**config.mk**
```make
export PLATFORM = sky130hd
export DESIGN_NAME = dual_timer_counter_unit
export DESIGN_NICKNAME = d
export VERILOG_FILES = /design/src/logic/dual_timer_pkg.sv /design/src/logic/dual_timer_counter_unit.sv
export SDC_FILE = /design/constraint.sdc
export NUM_CORES = 1
export LEC_CHECK = 0
export BUFFER_PORTS_ARGS = -buffer_cell sky130_fd_sc_hd__buf_2
export CORE_ASPECT_RATIO = 1.2
export CORE_MARGIN = 8
export CORE_UTILIZATION = 50
export DETAILED_ROUTE_END_ITERATION = 10
export PLACE_DENSITY_LB_ADDON = 0.12
export SLEW_MARGIN = 20
export SYNTH_ARGS = -nofsm -noshare
export SYNTH_HDL_FRONTEND = slang
export SYNTH_SLANG_ARGS = --single-unit
export TNS_END_PERCENT = 30
```
**constraint.sdc**
```tcl
create_clock -name mclk -period 3.4 [get_ports mclk]
set_input_delay 0.68 -clock mclk [delete_from_list [all_inputs] [get_ports mclk]]
set_output_delay 0.68 -clock mclk [all_outputs]
set_load 0.02 [all_outputs]
```
**src/logic/dual_timer_pkg.sv**
```systemverilog
// Package with register addresses, field positions and timing constants for the dual timer unit.
// Function
// RULE_01: Select bit picks divided clock or pin.
// RULE_02: Two-bit mode field selects four modes.
// RULE_03: Gate bit adds gate pin condition.
// RULE_04: Timer ticks every 4 or 12 periods.
// RULE_05: Mode 0 is five plus eight bits.
// RULE_06: Mode 0 flags overflow from 01FFF.
// RULE_07: Mode 1 is a 16-bit counter.
// RULE_08: Mode 2 reloads low from high byte.
// RULE_09: Split mode gives two 8-bit counters.
// RULE_10: Split high byte uses timer 1 bits.
// RULE_11: Split mode makes timer 1 free-run.
// RULE_12: Timer 1 in mode 3 halts.
// RULE_13: Hardware sets both overflow flags.
// RULE_14: Run bits 6 and 4 enable timers.
// RULE_15: Control register is bit-addressable.
// RULE_16: Low control nibble ignored by timers.
// RULE_17: Mode register: timer 1 upper nibble.
// RULE_18: Clock-select 0 divides 12, 1 divides 4.
// RULE_19: Count pin synchronised, falling edges count.
// RULE_20: Software writes work; hardware set wins.
package dual_timer_pkg;
    // Byte addresses on the special function register bus.
    localparam logic [7:0] ADDR_CONTROL = 8'h88;
    localparam logic [7:0] ADDR_MODE = 8'h89;
    localparam logic [7:0] ADDR_LOW_FIRST = 8'h8A;
    localparam logic [7:0] ADDR_LOW_SECOND = 8'h8B;
    localparam logic [7:0] ADDR_HIGH_FIRST = 8'h8C;
    localparam logic [7:0] ADDR_HIGH_SECOND = 8'h8D;
    localparam logic [7:0] ADDR_CLOCK_CONTROL = 8'h8E;
    // Bit addresses of the control register; bit n is at base plus n.
    localparam logic [7:0] BIT_BASE_CONTROL = 8'h88;
    localparam logic [4:0] BIT_PAGE_MASK = 5'h1F;
    // Control register field positions.
    localparam int RUN_FIRST_POS = 4;
    localparam int FLAG_FIRST_POS = 5;
    localparam int RUN_SECOND_POS = 6;
    localparam int FLAG_SECOND_POS = 7;
    // Mode nibble field positions, relative to the nibble.
    localparam int GATE_POS = 3;
    localparam int CT_POS = 2;
    localparam int NIBBLE_SECOND = 4;
    // Clock control field positions.
    localparam int T0SEL_POS = 3;
    localparam int T1SEL_POS = 4;
    // Mode encodings.
    localparam logic [1:0] MODE_13BIT = 2'h0;
    localparam logic [1:0] MODE_16BIT = 2'h1;
    localparam logic [1:0] MODE_RELOAD = 2'h2;
    localparam logic [1:0] MODE_SPLIT = 2'h3;
    // Tick dividers in oscillator periods.
    localparam logic [3:0] DIV_SLOW = 4'hC;
    localparam logic [3:0] DIV_FAST = 4'h4;
    // Reset value and counter maxima.
    localparam logic [7:0] RESET_BYTE = 8'h00;
    localparam logic [4:0] LOW5_MAX = 5'h1F;
    localparam logic [7:0] BYTE_MAX = 8'hFF;
endpackage : dual_timer_pkg
```
**src/logic/dual_timer_counter_unit.sv**
```systemverilog
// Two timer/counters with control, mode and clock control registers on the register bus.
`timescale 1ns/1ps
`default_nettype none
module dual_timer_counter_unit (
    input wire logic mclk, // System clock, one oscillator period per edge.
    input wire logic reset_n, // Asynchronous active-low reset.
    input wire logic [7:0] sfr_addr, // Byte or bit address.
    input wire logic [7:0] sfr_wdata, // Byte write data.
    input wire logic sfr_we, // Byte write strobe.
    input wire logic sfr_bit_we, // Single-bit write strobe.
    input wire logic sfr_bit_wdata, // Single-bit write value.
    output logic [7:0] sfr_rdata, // Read data of addressed byte.
    input wire logic gate_input_pin_first, // Timer 0 gate pin, high allows counting.
    input wire logic gate_input_pin_second, // Timer 1 gate pin.
    input wire logic count_input_pin_first, // Timer 0 count pin.
    input wire logic count_input_pin_second, // Timer 1 count pin.
    output logic [3:0] control_low_nibble // Interrupt-logic bits of control register.
);
    // State of the block apart from the reset synchroniser, registered as one word.
    typedef struct packed {
        logic [7:0] ctrl; // Control and status register.
        logic [7:0] mode; // Mode register.
        logic [7:0] clk_ctrl; // Clock control register.
        logic [7:0] low_first; // Timer 0 low byte.
        logic [7:0] high_first; // Timer 0 high byte.
        logic [7:0] low_second; // Timer 1 low byte.
        logic [7:0] high_second; // Timer 1 high byte.
        logic [3:0] div0; // Prescale counter of timer 0.
        logic [3:0] div1; // Prescale counter of timer 1.
        logic [1:0] cnt_s0; // Pin synchroniser timer 0.
        logic [1:0] cnt_s1; // Pin synchroniser timer 1.
        logic prev0; // Synchronised pin 0, previous sample.
        logic prev1; // Synchronised pin 1, previous sample.
        logic [7:0] rdata; // Registered read data.
    } state_s;

    state_s st_reg; // Current state.
    state_s st_next; // Next state.
    logic rst_m; // First reset release stage.
    logic rst_s; // Synchronised reset used by the rest of the block.

    // Reset release synchroniser.
    // Assertion stays asynchronous so the block is quiet at once,
    // while release is aligned to the clock to avoid a split first edge.
    always_ff @(posedge mclk or negedge reset_n) begin
        if (!reset_n) begin
            rst_m <= 1'b0;
            rst_s <= 1'b0;
        end else begin
            rst_m <= 1'b1;
            rst_s <= rst_m;
        end
    end

    // Per-timer decoded controls.
    logic [3:0] nib0; // Timer 0 mode nibble.
    logic [3:0] nib1; // Timer 1 mode nibble.
    logic tick0; // Timer 0 divided tick.
    logic tick1; // Timer 1 divided tick.
    logic fall0; // Falling edge seen on count pin 0.
    logic fall1; // Falling edge seen on count pin 1.
    logic en0; // Timer 0 low part increments.
    logic en1; // Timer 1 increments.
    logic en0h; // Split high byte increments.
    logic en1r; // Timer 1 raw increment source.
    logic [1:0] md0; // Timer 0 mode.
    logic [1:0] md1; // Timer 1 mode.
    logic ovf0; // Timer 0 overflow this cycle.
    logic ovf1; // Timer 1 overflow this cycle.
    logic [7:0] bit_mask; // One-hot mask of the addressed control bit.

    // Next-state logic: prescalers, edge detection, counting and register writes.
    // Everything but the read data is computed from st_reg so that the order of the blocks
    // below only matters where a later write must win over an earlier one.
    always_comb begin
        st_next = st_reg;
        nib0 = st_reg.mode[3:0]; // [RULE_17]
        nib1 = st_reg.mode[7:4]; // [RULE_17]
        md0 = nib0[1:0]; // [RULE_02]
        md1 = nib1[1:0]; // [RULE_02]
        // Prescalers wrap at 12 or 4 periods. [RULE_04] [RULE_18]
        // A switch from slow to fast with a high count ticks at once; that
        // costs one short period but never stalls the timer.
        tick0 = (st_reg.div0 >= ((st_reg.clk_ctrl[dual_timer_pkg::T0SEL_POS]) ? dual_timer_pkg::DIV_FAST
                 : dual_timer_pkg::DIV_SLOW) - 4'h1);
        tick1 = (st_reg.div1 >= ((st_reg.clk_ctrl[dual_timer_pkg::T1SEL_POS]) ? dual_timer_pkg::DIV_FAST
                 : dual_timer_pkg::DIV_SLOW) - 4'h1);
        st_next.div0 = tick0 ? 4'h0 : st_reg.div0 + 4'h1;
        st_next.div1 = tick1 ? 4'h0 : st_reg.div1 + 4'h1;
        // Only the second synchroniser stage feeds the edge detector. [RULE_19]
        // The previous sample resets low, the idle level a released pin
        // would not have, so no false edge can follow reset.
        st_next.cnt_s0 = {st_reg.cnt_s0[0], count_input_pin_first};
        st_next.cnt_s1 = {st_reg.cnt_s1[0], count_input_pin_second};
        st_next.prev0 = st_reg.cnt_s0[1];
        st_next.prev1 = st_reg.cnt_s1[1];
        fall0 = st_reg.prev0 && !st_reg.cnt_s0[1]; // [RULE_19]
        fall1 = st_reg.prev1 && !st_reg.cnt_s1[1]; // [RULE_19]
        // Increment source and gating for timer 0 low part. [RULE_01] [RULE_03] [RULE_14] [RULE_16]
        // The low control nibble takes no part in any enable.
        en0 = st_reg.ctrl[dual_timer_pkg::RUN_FIRST_POS]
              && (!nib0[dual_timer_pkg::GATE_POS] || gate_input_pin_first)
              && (nib0[dual_timer_pkg::CT_POS] ? fall0 : tick0);
        // Split high byte runs from timer 1 run bit on the internal tick. [RULE_10]
        en0h = st_reg.ctrl[dual_timer_pkg::RUN_SECOND_POS] && tick0;
        // Timer 1 free-runs under split, halts in its own mode 3. [RULE_11] [RULE_12] [RULE_14] [RULE_03] [RULE_01]
        en1r = (nib1[dual_timer_pkg::CT_POS] ? fall1 : tick1);
        en1 = (md1 != dual_timer_pkg::MODE_SPLIT) && en1r && ((md0 == dual_timer_pkg::MODE_SPLIT)
              || (st_reg.ctrl[dual_timer_pkg::RUN_SECOND_POS]
              && (!nib1[dual_timer_pkg::GATE_POS] || gate_input_pin_second)));
        ovf0 = 1'b0;
        ovf1 = 1'b0;
        // Timer 0 counting by mode.
        if (en0) begin
            case (md0)
                dual_timer_pkg::MODE_13BIT: begin
                    // Upper three low-byte bits are cleared as the counter runs.
                    st_next.low_first = {3'h0, st_reg.low_first[4:0] + 5'h1}; // [RULE_05]
                    if (st_reg.low_first[4:0] == dual_timer_pkg::LOW5_MAX) begin
                        st_next.high_first = st_reg.high_first + 8'h01; // [RULE_05]
                        ovf0 = (st_reg.high_first == dual_timer_pkg::BYTE_MAX); // [RULE_06]
                    end
                end
                dual_timer_pkg::MODE_16BIT: begin
                    // Full sixteen bits, low byte carries into high byte.
                    st_next.low_first = st_reg.low_first + 8'h01; // [RULE_07]
                    if (st_reg.low_first == dual_timer_pkg::BYTE_MAX) begin
                        st_next.high_first = st_reg.high_first + 8'h01;
                        ovf0 = (st_reg.high_first == dual_timer_pkg::BYTE_MAX); // [RULE_07]
                    end
                end
                dual_timer_pkg::MODE_RELOAD: begin
                    // High byte is the reload value and is never changed here.
                    if (st_reg.low_first == dual_timer_pkg::BYTE_MAX) begin
                        st_next.low_first = st_reg.high_first; // [RULE_08]
                        ovf0 = 1'b1;
                    end else begin
                        st_next.low_first = st_reg.low_first + 8'h01;
                    end
                end
                default: begin
                    // Split mode: the low byte is an 8-bit counter on its own.
                    st_next.low_first = st_reg.low_first + 8'h01; // [RULE_09]
                    ovf0 = (st_reg.low_first == dual_timer_pkg::BYTE_MAX);
                end
            endcase
        end
        // Split mode high byte of timer 0 flags timer 1's overflow. [RULE_09] [RULE_10]
        if ((md0 == dual_timer_pkg::MODE_SPLIT) && en0h) begin
            st_next.high_first = st_reg.high_first + 8'h01;
            ovf1 = (st_reg.high_first == dual_timer_pkg::BYTE_MAX);
        end
        // Timer 1 counting; its overflow flag is taken by timer 0 in split mode.
        // While split, timer 1 still counts but can no longer raise its flag,
        // which is the price of lending its control bits to the high byte.
        if (en1) begin
            case (md1)
                dual_timer_pkg::MODE_13BIT: begin
                    // Thirteen-bit count, as for timer 0.
                    st_next.low_second = {3'h0, st_reg.low_second[4:0] + 5'h1}; // [RULE_05]
                    if (st_reg.low_second[4:0] == dual_timer_pkg::LOW5_MAX) begin
                        st_next.high_second = st_reg.high_second + 8'h01;
                        if (md0 != dual_timer_pkg::MODE_SPLIT) begin
                            ovf1 = (st_reg.high_second == dual_timer_pkg::BYTE_MAX); // [RULE_06]
                        end
                    end
                end
                dual_timer_pkg::MODE_16BIT: begin
                    // Sixteen-bit count, as for timer 0.
                    st_next.low_second = st_reg.low_second + 8'h01; // [RULE_07]
                    if (st_reg.low_second == dual_timer_pkg::BYTE_MAX) begin
                        st_next.high_second = st_reg.high_second + 8'h01;
                        if (md0 != dual_timer_pkg::MODE_SPLIT) begin
                            ovf1 = (st_reg.high_second == dual_timer_pkg::BYTE_MAX);
                        end
                    end
                end
                default: begin
                    // Auto-reload; mode 3 never reaches here because en1 is low.
                    if (st_reg.low_second == dual_timer_pkg::BYTE_MAX) begin
                        st_next.low_second = st_reg.high_second; // [RULE_08]
                        if (md0 != dual_timer_pkg::MODE_SPLIT) begin
                            ovf1 = 1'b1;
                        end
                    end else begin
                        st_next.low_second = st_reg.low_second + 8'h01;
                    end
                end
            endcase
        end
        // Byte writes from software override counting in the same cycle. [RULE_20]
        if (sfr_we) begin
            case (sfr_addr)
                dual_timer_pkg::ADDR_CONTROL: st_next.ctrl = sfr_wdata;
                dual_timer_pkg::ADDR_MODE: st_next.mode = sfr_wdata;
                dual_timer_pkg::ADDR_LOW_FIRST: st_next.low_first = sfr_wdata;
                dual_timer_pkg::ADDR_LOW_SECOND: st_next.low_second = sfr_wdata;
                dual_timer_pkg::ADDR_HIGH_FIRST: st_next.high_first = sfr_wdata;
                dual_timer_pkg::ADDR_HIGH_SECOND: st_next.high_second = sfr_wdata;
                dual_timer_pkg::ADDR_CLOCK_CONTROL: st_next.clk_ctrl = sfr_wdata;
                default: ; // Unmapped addresses are ignored.
            endcase
        end
        // Single-bit write touches only the addressed control bit. [RULE_15]
        bit_mask = 8'h01 << sfr_addr[2:0];
        if (sfr_bit_we && (sfr_addr[7:3] == dual_timer_pkg::BIT_BASE_CONTROL[7:3])) begin
            st_next.ctrl = sfr_bit_wdata ? (st_reg.ctrl | bit_mask) : (st_reg.ctrl & ~bit_mask);
        end
        // Hardware set wins over a software clear in the same cycle. [RULE_13] [RULE_20]
        // Losing an overflow would hide an event, a late clear costs nothing.
        if (ovf0) begin
            st_next.ctrl[dual_timer_pkg::FLAG_FIRST_POS] = 1'b1;
        end
        if (ovf1) begin
            st_next.ctrl[dual_timer_pkg::FLAG_SECOND_POS] = 1'b1;
        end
        // Registered read data; unmapped addresses read zero.
        // It shows the value after this cycle's updates, one cycle late.
        case (sfr_addr)
            dual_timer_pkg::ADDR_CONTROL: st_next.rdata = st_next.ctrl;
            dual_timer_pkg::ADDR_MODE: st_next.rdata = st_next.mode;
            dual_timer_pkg::ADDR_LOW_FIRST: st_next.rdata = st_next.low_first;
            dual_timer_pkg::ADDR_LOW_SECOND: st_next.rdata = st_next.low_second;
            dual_timer_pkg::ADDR_HIGH_FIRST: st_next.rdata = st_next.high_first;
            dual_timer_pkg::ADDR_HIGH_SECOND: st_next.rdata = st_next.high_second;
            dual_timer_pkg::ADDR_CLOCK_CONTROL: st_next.rdata = st_next.clk_ctrl;
            default: st_next.rdata = dual_timer_pkg::RESET_BYTE;
        endcase
    end

    // State register; the whole block clears on reset.
    always_ff @(posedge mclk or negedge rst_s) begin
        if (!rst_s) begin
            st_reg <= '0;
        end else begin
            st_reg <= st_next;
        end
    end

    // Data outputs come straight from the state register.
    assign sfr_rdata = st_reg.rdata;
    assign control_low_nibble = st_reg.ctrl[3:0];

    // Checks of the counting behaviour.
    a_run_stops0: assert property (@(posedge mclk) disable iff (!rst_s) // [RULE_14]
        (!st_reg.ctrl[dual_timer_pkg::RUN_FIRST_POS] && !sfr_we) |=> (st_reg.low_first == $past(st_reg.low_first)))
        else $error("timer 0 low byte moved while stopped");
    a_gate_blocks0: assert property (@(posedge mclk) disable iff (!rst_s) // [RULE_03]
        (st_reg.mode[dual_timer_pkg::GATE_POS] && !gate_input_pin_first && !sfr_we) |=>
        (st_reg.low_first == $past(st_reg.low_first)))
        else $error("timer 0 counted with gate low");
    a_flag_sets0: assert property (@(posedge mclk) disable iff (!rst_s) // [RULE_13]
        ovf0 |=> st_reg.ctrl[dual_timer_pkg::FLAG_FIRST_POS])
        else $error("timer 0 overflow flag not set");
    a_flag_sets1: assert property (@(posedge mclk) disable iff (!rst_s) // [RULE_20]
        ovf1 |=> st_reg.ctrl[dual_timer_pkg::FLAG_SECOND_POS])
        else $error("timer 1 overflow flag lost");
    a_mode3_halt1: assert property (@(posedge mclk) disable iff (!rst_s) // [RULE_12]
        (md1 == dual_timer_pkg::MODE_SPLIT && !sfr_we) |=> $stable(st_reg.low_second))
        else $error("timer 1 counted in mode 3");
    a_reload_high: assert property (@(posedge mclk) disable iff (!rst_s) // [RULE_08]
        (en0 && md0 == dual_timer_pkg::MODE_RELOAD && st_reg.low_first == dual_timer_pkg::BYTE_MAX && !sfr_we)
        |=> (st_reg.low_first == $past(st_reg.high_first)))
        else $error("auto-reload value wrong");
    a_mode0_top: assert property (@(posedge mclk) disable iff (!rst_s) // [RULE_05]
        (md0 == dual_timer_pkg::MODE_13BIT && !sfr_we)
        |=> (st_reg.low_first[7:5] == 3'h0 || $past(st_reg.low_first[7:5]) != 3'h0))
        else $error("mode 0 low byte exceeded five bits");
    // A later switch to the fast divider may legally tick sooner.
    a_tick_spacing: assert property (@(posedge mclk) disable iff (!rst_s) // [RULE_04]
        (tick0 && !st_reg.clk_ctrl[dual_timer_pkg::T0SEL_POS])
        |=> (!tick0 || st_reg.clk_ctrl[dual_timer_pkg::T0SEL_POS]) [*8])
        else $error("divide by 12 ticks too close");
    a_edge_count: assert property (@(posedge mclk) disable iff (!rst_s) // [RULE_19]
        (fall0 && st_reg.mode[dual_timer_pkg::CT_POS] && st_reg.ctrl[dual_timer_pkg::RUN_FIRST_POS]
         && !st_reg.mode[dual_timer_pkg::GATE_POS] && md0 == dual_timer_pkg::MODE_16BIT && !sfr_we)
        |=> (st_reg.low_first == $past(st_reg.low_first) + 8'h01))
        else $error("count pin edge missed");
    // Main scenarios that the bench is expected to reach.
    c_ovf0: cover property (@(posedge mclk) disable iff (!rst_s) ovf0);
    c_split: cover property (@(posedge mclk) disable iff (!rst_s) en0h && md0 == dual_timer_pkg::MODE_SPLIT);
    c_reload: cover property (@(posedge mclk) disable iff (!rst_s) en0 && md0 == dual_timer_pkg::MODE_RELOAD);
    c_pin_count: cover property (@(posedge mclk) disable iff (!rst_s) en1 && nib1[dual_timer_pkg::CT_POS]);
    c_halt: cover property (@(posedge mclk) disable iff (!rst_s) en1r && md1 == dual_timer_pkg::MODE_SPLIT);
endmodule : dual_timer_counter_unit
`default_nettype wire

```
---- Word-level counts from Yosys, hierarchy flattened ----
Cells that the tools add are included.
operators by class
  add/sub/neg operators ................... 10
  multiply operators ...................... 0
  div/mod/pow operators ................... 0
  order comparisons ....................... 2
  equal/unequal tests ..................... 20
  shift-type cells ........................ 1
  mux-type cells .......................... 45
  bitwise gates (word level) .............. 3
  reduce and logical (&&, ||, !) cells .... 19
operator list
  operator                                                                count
  8-bit two-way mux                                                       16
  8-bit equality test (second input constant)                             11
  8-bit one-hot mux with 2 select lines                                   4
  56-bit two-way mux                                                      1
  8-bit one-hot mux with 7 select lines                                   1
  8-bit by 1-bit adder with 8-bit output (second input constant)          4
  16-bit two-way mux                                                      2
  4-bit two-way mux                                                       4
  5-bit equality test (second input constant)                             3
  1-bit two-way mux                                                       15
  5-bit by 1-bit adder with 5-bit output (second input constant)          2
  1-bit logical AND                                                       10
  4-bit by 1-bit adder with 4-bit output (second input constant)          2
  8-bit bitwise AND                                                       1
  4-bit >= comparator                                                     2
  8-bit inverter                                                          1
  8-bit bitwise OR                                                        1
  1-bit by 3-bit << shifter with 8-bit output (first input constant)      1
  4-bit by 1-bit subtractor with 4-bit output (second input constant)     2
  2-bit by 1-bit equality test with 1-bit output (second input constant)  2
  2-bit equality test (second input constant)                             2
  1-bit zero test                                                         4
  2-bit zero test                                                         2
  2-bit inequality test (second input constant)                           2
  3 further kinds                                                         5
word-level totals
  register bits after elaboration ......... 80
  latch bits .............................. 0
  RAM bits ................................ 0
  memory bits (read-only) ................. 0
  bits of input ports ..................... 25
  word-level logic and storage cells ...... 116
  memories kept ........................... 0

---- Logic depth before layout (Yosys ltp) ----
Gate-level depths: netlist (run 1).
  depth in word-level cells ............... 12
  gate-level depth with buffers ........... 11

---- Worst setup path before layout (run 1) ----
Ideal clock, no wire load.
  path kind ............................... input to register
  start ................................... input sfr_addr[2]
  end ..................................... register st_reg, in the netlist sfr_rdata[2]
  setup time .............................. 124 ps
  data arrival time ....................... 2244 ps
  data required time ...................... 3276 ps
  path slack .............................. 1033 ps
  stages on the path ...................... 9
  cell sequence ........................... buf_4 and4bb_2 and3_1 buf_6 a22oi_1 o22ai_1 a311o_1 a21o_1 a211o_1
RTL lines
  what                  RTL line                        text
  start, declared       dual_timer_counter_unit.sv:7    input wire logic [7:0] sfr_addr,
  end signal, assigned  dual_timer_counter_unit.sv:236  st_reg <= st_next;
  end, declared         dual_timer_counter_unit.sv:37   state_s st_reg;

==> results.md, run 1 <==
* Status: finished clean
* First-pass DRT Iterations at 5
* CTS Hold Bufs at 0
* WP data required at 3.61 ns
* PortBufs at 36
* Number of flip-flops in the largest register at between 50 and 60
* Most common cell in the synthesized netlist: dfrtp_1
* Placer congestion estimate at 0.9736
* Max Fclk at 349.6 MHz
* Initial antenna violation count at 0
* Clock transition at path regs at roughly 0.06 ns
* CP startpoint: st_reg[30]$_DFF_PN0_
* Sum of negative setup slack at 0 ns
* # rows at between 40 and 50
* Worst slew margin relative to its limit at 54.96%
* Clk Latency, worst-skew pair at 0.34 ns
* Hold Fails Final Rpt at 0
* H-tree Lvls at 3
* Syn avg cell area at roughly 8.9 um^2
* Layout cells sized above 1 at 16.89%
* WHS at around 0.11 ns
* Vias in the first global route at 4646
* Peak fanout along the critical path at 11
* CTS sink cnt at 80
* Initial Util at about half
* Synth cell count leaders: dfrtp_1, nand2_1, nor2_1
* Synthesized area at 5296 um^2
* Pins Over Slew Limit at 0
* Tightest Hold Check Type: input port to asynchronous set/reset pin
* Mapped Cells at between 500 and 600
* Largest stage delay, worst path at around 0.56 ns
* Worst Tran Pin Value at 0.6731 ns
* Final period util at between 80% and 90%
* Mapped Nets at ~630
* Clk_skew at 0.005962 ns
* DIE AREA at 14160 um^2
* Vias per Instance at 6.348
* CP Class: register to register
* Leakage at about 2.5 nW
* Global-route wire length before repair at 26050 um
* Crit. End Element: register
* Distinct cell type count after synthesis at 79
* FF-to-FF Start: st_reg[30]$_DFF_PN0_
* RSZ-0062 raised after global routing: no
* DRT iter0 DRCs at 463
* Die W at around 110 um
* DR vias at around 4700
* CTS tree: yes
* Finished Layout Cells at 739
* PostCTS Resize Cnt at 0
* Post-DP HPWL at 12260 um
* Critical-path top delay cell: nor2_1
* Nets at 641
* Layout area overhead at 9.190%
* Cell chain of the critical path: ha_1 > nand4_1 > nor2_1 > mux2_2 > mux2i_1 > o21ai_0 > a211oi_1 > nand4_1
* Post-synthesis sequential area ratio at 37.80%
* Die Span Y at 128.7 um
* Share of the synthesized area in the top cell type at approximately 38%
* PD cells at 492.7 nW/um^2
* Crit path arrival time at 3.07 ns
* GRT Overall Usage at 24.39%
* Total CTS buffers at 9
* Root Buffer: clkbuf_16
* Min Tclk post-route at 2.860 ns
* EDFF count, synth at 0
* Final Instance Area at 5783 um^2
* N_diodes at 0
* Filler Cells Inserted at 973
* Setup Fix Bufs, Post-CTS at 0
* Ranking of synthesized cells by area: dfrtp_1, nand2_1, nor2_1
* YS warnings at 0
* Ys async rst share at 100.0%
* Antenna Nets Post-Route at 0
* Total congestion overflow at 0
* Maximum vdd ir drop at 284.2 uV
* Number of synthesized register bits at 80
* Post-Place Setup Slack at 0.5521 ns
* Clock buffer depth at 2
* Cell mode on critical path: nand4_1
* Cell taking the most area after synthesis: dfrtp_1
* Post-DR wirelength/cell at 22.44 um
* Primary FF master, synth: dfrtp_1
* Worst setup SP type: register
* Io pins at 37
* Largest net degree at the start of global routing at 79
* Core Box Area at ~10000 um^2
* Routed WL at 16580 um
* Max Cap Viol at 0
* Final setup vio count at 0
* Area after DPL at 5449 um^2
* Setup ws final at 0.5396 ns
* Drc violations at 0
* Placed cell count at 723
-- layout make-up --
| class | instances | area, um^2 | share of cell area [%] |
|---|---|---|---|
| clock inverters | 3 | 67.56 | 1.168 |
| repair buffers | 46 | 267.8 | 4.630 |
| clock buffers | 12 | 246.5 | 4.262 |
| inverters | 16 | 60.06 | 1.039 |
| multi-input cells | 453 | 2974 | 51.43 |
| flip-flops and latches | 80 | 2006 | 34.68 |
| well taps | 129 | 161.4 | 2.791 |
-- routing by layer --
| layer | track usage (%) | share of wire, % | vias to the layer above | wire length [um] |
|---|---|---|---|---|
| met5 | 0 | 0 | - | 0 |
| met3 | 3.552 | 5.4 | 60 | 893 |
| li1 | - | - | 2180 | - |
| met2 | 39.21 | 48 | 191 | 8023 |
| met1 | 30.32 | 41 | 2260 | 6831 |
| met4 | 14.09 | 5.0 | 0 | 834 |
-- cells by family (layout without fill, tap and decap cells) --
logic type               count (synthesis)  in the layout  synth area share (%)
flip-flops                              80             80                 37.80
buffers and inverters                   63             77                 6.048
adder cells (fa/ha/maj)                 10             10                 2.362
XOR/XNOR                                20             20                 3.307
multiplexers                            27             27                 5.528
AND/OR/NAND/NOR                        245            245                 24.19
other                                    1              1               0.07080
AO/OA/AOI/OAI                          150            150                 20.69
-- metrics by stage --
| stage | util [%] | total power, mW |
|---|---|---|
| global placement | 52.32 | 1.801 |
| detailed placement | 52.32 | 1.815 |
| CTS | 55.34 | 2.854 |
| finish | 55.53 | 2.849 |
| floorplan | - | 1.644 |
| global route | 55.53 | 2.983 |
-- worst max-delay path: cells and delay by family, from the launching register on --
| kind | cells | cell delay [ns] |
|---|---|---|
| compound gates | 2 | 0.40 |
| mux | 2 | 0.67 |
| flops | 1 | 0.44 |
| fa+ha+maj | 1 | 0.37 |
| simple gates | 3 | 0.85 |
-- path summary, 6_finish.rpt --
kind,end,slack [ns],cells after the start
max,sfr_rdata[4]$_DFF_PN0_,0.54,8
min,rst_s$_DFF_PN0_,0.11,1
max reg2reg,sfr_rdata[4]$_DFF_PN0_,0.54,8
min reg2reg,st_reg[29]$_DFF_PN0_,0.29,0
max in group asynchronous,nib0[3]$_DFF_PN0_,2.49,1
min in group mclk,st_next[9]$_DFF_PN0_,0.35,0
-- cells in the final DEF, fill, tap and decap left out, types with 3 or more instances in the layout --
cell and count:
o31ai_1 3, inv_1 16, a211oi_1 9, a21oi_1 29
o21a_1 6, or3_1 6, a211o_1 3, dfrtp_1 79
nor3_1 4, o21ai_0 22, nor4b_1 3, a31o_2 4
ha_1 10, and2_1 6, nor2b_1 6, nor3_2 3
xnor2_1 7, mux2_2 18, and3_1 13, nand4_1 14
a221oi_1 8, xor2_1 13, mux2i_1 9, a31oi_1 7
nand2b_1 10, buf_4 9, a21o_1 6, a22o_1 7
clkbuf_16 9, nor2_1 58, nand3_1 32, nand4b_1 3
o22ai_1 4, nand2_1 69, o211ai_1 5, buf_2 36
a22oi_1 5
-- power by group --
group | switching [mW] | leakage [nW] | total, mW | internal (mW)
registers | 0.161 | 1.05 | 1.25 | 1.09
clock network | 0.378 | 0.149 | 1.04 | 0.660
logic | 0.327 | 1.34 | 0.560 | 0.233
total | 0.866 | 2.54 | 2.85 | 1.98
Power figures use the tool's default switching activity.
==> run 2, diff against run 1 <==
==> constraint.sdc (replaced) <==
create_clock -name mclk -period 2.9 [get_ports mclk]
set_input_delay 0.58 -clock mclk [delete_from_list [all_inputs] [get_ports mclk]]
set_output_delay 0.58 -clock mclk [all_outputs]
set_load 0.02 [all_outputs]
==> results.md, run 2 (synthesis results as in run 1) <==
* Clock transition at path regs at 0.06 ns
* Setup ws final at 0.1071 ns
* Drc violations at 0
* Post-DP HPWL at between 10000 and 15000 um
* Global-route wire length before repair at between 20000 and 30000 um
* Core Box Area at 10410 um^2
* Post-DR wirelength/cell at 22.09 um
* CP Class: register to register
* CTS tree: yes
* Pins Over Slew Limit at 0
* Worst slew margin relative to its limit at 56.96%
* Routed WL at around 17000 um
* Number of flip-flops in the largest register at 54
* Maximum vdd ir drop at 459.2 uV
* DR vias at 4799
* Setup Fix Bufs, Post-CTS at 0
* # rows at 41
* Root Buffer: clkbuf_16
* Initial antenna violation count at 0
* Crit. End Element: register
* Initial Util at 50.86%
* Final setup vio count at 0
* Commonest non-fill, non-tap cell in the layout: dfrtp_1
* Vias in the first global route at 4672
* Final period util at 96.31%
* Max Cap Viol at 0
* Largest net degree at the start of global routing at 79
* Commonest cells after routing, fill and taps aside: dfrtp_1, nand2_1, nor2_1, buf_2, nand3_1
* Antenna Nets Post-Route at 0
* WHS at about 0.0087 ns
* GRT Overall Usage at 24.20%
* Largest stage delay, worst path at 0.46 ns
* Total congestion overflow at 0
* Nets at 652
* Worst setup SP type: register
* Cell chain of the critical path: ha_1 > buf_4 > nand4_1 > nor2_1 > mux2_2 > mux2i_1 > o21ai_0 > a211oi_1 > nand4_1
* Total CTS buffers at 9
* DRT iter0 DRCs at 331
* Placer congestion estimate at 1.024
* PortBufs at 36
* Status: finished clean
* DIE AREA at 14160 um^2
* Clock buffer depth at 2
* Layout area overhead at 10.61%
* N_diodes at 0
* PD cells at 554.8 nW/um^2
* Sum of negative setup slack at 0 ns
* Post-Place Setup Slack at 0.06865 ns
* Cell mode on critical path: nand4_1
* Io pins at 37
* Peak fanout along the critical path at 8
* Placed cell count at around 730
* RSZ-0062 raised after global routing: no
* Clk_skew at approximately 0.0051 ns
* Finished Layout Cells at 751
* Clk Latency, worst-skew pair at 0.34 ns
* Vias per Instance at between 6 and 7
* Worst Tran Pin Value at 0.6369 ns
* Leakage at 2.586 nW
* Area after DPL at 5532 um^2
* Die W at ~110 um
* Tightest Hold Check Type: input port to asynchronous set/reset pin
* CTS sink cnt at 80
* First-pass DRT Iterations at 6
* Die Span Y at 128.7 um
* Min Tclk post-route at 2.793 ns
* H-tree Lvls at 3
* WP data required at between 3 and 4 ns
* Crit path arrival time at 2.98 ns
* Hold Fails Final Rpt at 0
* Critical-path top delay cell: dfrtp_1
* Max Fclk at 358.0 MHz
* Layout cells sized above 1 at between 10% and 20%
* Final Instance Area at 5858 um^2
run 2: routing by layer:
layer | GRT usage (%) | part of all wire (%) | up-vias | wire length, um
met1 | 30.50 | 42 | 2347 | 6950
met3 | 4.452 | 5.8 | 47 | 968
met2 | 39.31 | 49 | 199 | 8114
met5 | 0 | 0 | - | 0
met4 | 10.51 | 3.4 | 0 | 556
li1 | - | - | 2206 | -
run 2: worst paths after layout:
| path | start | end | slack, ns | depth (start not counted) |
|---|---|---|---|---|
| setup / recovery | st_reg[30]$_DFF_PN0_ | sfr_rdata[4]$_DFF_PN0_ | 0.11 | 9 |
| hold / removal | reset_n | rst_s$_DFF_PN0_ | 0.009 | 1 |
| setup reg to reg | st_reg[30]$_DFF_PN0_ | sfr_rdata[4]$_DFF_PN0_ | 0.11 | 9 |
| hold reg to reg | rst_s$_DFF_PN0_ | st_reg[26]$_DFF_PN0_ | 0.27 | 0 |
| max in group asynchronous | rst_s$_DFF_PN0_ | st_reg[56]$_DFF_PN0_ | 2.04 | 1 |
| min in group mclk | count_input_pin_second | st_next[11]$_DFF_PN0_ | 0.34 | 1 |
run 2: critical path, delay by kind of cell, from the launching register on:
kind,cells,cell delay [ns]
muxes,2,0.65
AOI/OAI and AO/OA,2,0.60
and+or+nand+nor,3,0.56
DFF,1,0.46
adders and majority gates,1,0.21
buffers and inverters,1,0.16
run 2: timing repair:
item                       in CTS  in global routing
hold buffers                    0                  0
setup endpoints to repair       0                  2
resized for setup               0                  3
run 2: metrics by stage:
stage / power [mW] / util (%)
after floorplan: 1.927 / -
after global placement: 2.119 / 53.12
after detailed placement: 2.137 / 53.12
after CTS: 3.249 / 55.89
after global routing: 3.408 / 56.25
final: 3.250 / 56.25
run 2: final cells by class:
cell class / instances / area, um^2
multi-input cells: 453 / 2984
flip-flops and latches: 80 / 2006
clock inverters: 6 / 60.06
clock buffers: 10 / 229.0
inverters: 16 / 60.06
repair buffers: 57 / 357.8
well taps: 129 / 161.4
fillers: 959 / 4556
run 2: where the power goes:
part           switching [mW]  internal [mW]
clock network           0.451          0.662
logic                   0.391          0.281
registers               0.187           1.28
total                    1.03           2.22
==> run 3, diff against run 2 <==
==> constraint.sdc (replaced) <==
create_clock -name mclk -period 2.9 [get_ports mclk]
set_input_delay 0 -clock mclk [delete_from_list [all_inputs] [get_ports mclk]]
set_output_delay 0 -clock mclk [all_outputs]
set_load 0.02 [all_outputs]
==> results.md, run 3 (synthesis results as in run 1) <==
* HP Start: sfr_wdata[2]
* Peak fanout along the critical path at 8
* Pins Over Slew Limit at 0
* Status: finished clean
* Worst slew margin relative to its limit at 58.44%
* Root Buffer: clkbuf_16
* Total CTS buffers at 9
* Clock transition at path regs at 0.06 ns
* Maximum vdd ir drop at 543.1 uV
* Vias per Instance at 6.429
* Layout area overhead at 9.284%
* DRT iter0 DRCs at 411
* Drc violations at 0
* Placer congestion estimate at 0.9500
* DIE AREA at 14160 um^2
* Commonest cells after routing, fill and taps aside: dfrtp_1, nand2_1, nor2_1, buf_2, nand3_1
* Cell chain of the critical path: ha_1 > buf_4 > nand4_1 > nor2_2 > buf_4 > mux2_2 > mux2i_1 > o21ai_0 > a211oi_1 > nand4_1
* Largest net degree at the start of global routing at 79
* Layout cells sized above 1 at 16.61%
* Post-DR wirelength/cell at 21.87 um
* WHS at 0.05114 ns
* Post-DP HPWL at 11890 um
* GRT Overall Usage at between 20% and 30%
* Leakage at 2.542 nW
* Filler Cells Inserted at roughly 960
* Crit path arrival time at 2.84 ns
* Clk_skew at 0.005878 ns
* Register Area at 2006 um^2
* Final period util at 91.27%
* Nets at 646
* WP data required at just over 3 ns
* Vias in the first global route at 4646
* Area of the multi-input gates at a little under 3000 um^2
* Antenna Nets Post-Route at 0
* Worst setup SP type: register
* Min Tclk post-route at 2.647 ns
* PD cells at 544.6 nW/um^2
* N_diodes at 0
* Sum of negative setup slack at 0 ns
* # rows at 41
* Commonest non-fill, non-tap cell in the layout: dfrtp_1
* Setup ws final at 0.2530 ns
* Core Box Area at 10410 um^2
* Io pins at 37
* End point of the critical path: sfr_rdata[4]$_DFF_PN0_
* Hold Fails Final Rpt at 0
* Tightest Hold Check Type: input port to register
* Critical-path top delay cell: dfrtp_1
* Reg2reg setup slack at 0.25 ns
* DR vias at 4777
* Register-to-Register Path Depth at 10
* Worst Tran Pin Value at between 0.6 and 0.7 ns
* RR Endpoint: sfr_rdata[4]$_DFF_PN0_
* Max Fclk at ~380 MHz
* Routed WL at 16250 um
* Total power draw at 3.152 mW
* CP startpoint: st_reg[30]$_DFF_PN0_
* Clk Latency, worst-skew pair at 0.34 ns
* CTS tree: yes
* Clock buffer depth at 2
* Global-route wire length before repair at 25900 um
* Initial antenna violation count at 0
* Initial Util at around half
* Number of flip-flops in the largest register at 54
* CP Class: register to register
* FF-to-FF Start: st_reg[30]$_DFF_PN0_
* Largest stage delay, worst path at 0.43 ns
* Final setup vio count at 0
* First-pass DRT Iterations at 5
* Die W at about 110 um
* Max Cap Viol at 0
* CTS sink cnt at 80
* Total congestion overflow at 0
* H-tree Lvls at 3
* Crit. End Element: register
* Post-Place Setup Slack at between 0.15 and 0.2 ns
* PortBufs at 36
* Die Span Y at 128.7 um
* RSZ-0062 raised after global routing: no
## run 3: worst max-delay path, delay by kind of cell, from the launching register on
family                     cells  cell delay [ns]
muxes                          2             0.54
adders and majority gates      1             0.19
and+or+nand+nor                3             0.47
buffers and inverters          2             0.34
AOI/OAI and AO/OA              2             0.53
DFF                            1             0.43
## run 3: cell type report
cell class	instances	area share [%]
Multi-Input combinational cell	453	51.45
Sequential cell	80	34.65
Timing Repair Buffer	51	5.664
Clock buffer	13	4.323
Tap cell	129	2.789
Inverter	16	1.038
Clock inverter	1	0.08647
## run 3: where the power goes
group	switching, mW	internal (mW)	total, mW
Clock	0.425	0.593	1.02
Sequential	0.188	1.28	1.47
Combinational	0.388	0.280	0.667
## run 3: routing by layer
layer | global-route usage [%] | vias up | wire, um
li1 | - | 2193 | -
met1 | 30.46 | 2312 | 6730
met2 | 38.22 | 224 | 7941
met3 | 3.952 | 48 | 940
met4 | 11.62 | 0 | 634
met5 | 0 | - | 0
## run 3: through the flow
stage	cell area, um^2	cells	util, %
finish	5788	743	55.58
global route	5788	743	55.58
CTS	5757	742	55.28
detailed placement	5441	722	52.25
global placement	5441	722	52.25
floorplan	5296	596	-
## run 3: timing repair
item,CTS,global route
gates resized for setup,0,2
setup buffers,0,0
endpoints found under the hold margin,6,0
endpoints found under the setup margin,0,1
hold buffers,6,0
## run 3: how the worst min path moves through the flow
| stage | to | slack, ns | cells after the start |
|---|---|---|---|
| floorplan | rst_m$_DFF_PN0_ | -0.30 | 0 |
| global placement | rst_m$_DFF_PN0_ | -0.21 | 1 |
| detailed placement | rst_m$_DFF_PN0_ | -0.21 | 1 |
| CTS | st_reg[47]$_DFF_PN0_ | 0.03 | 3 |
| global route | st_reg[47]$_DFF_PN0_ | 0.06 | 3 |
| finish | st_reg[32]$_DFF_PN0_ | 0.05 | 3 |
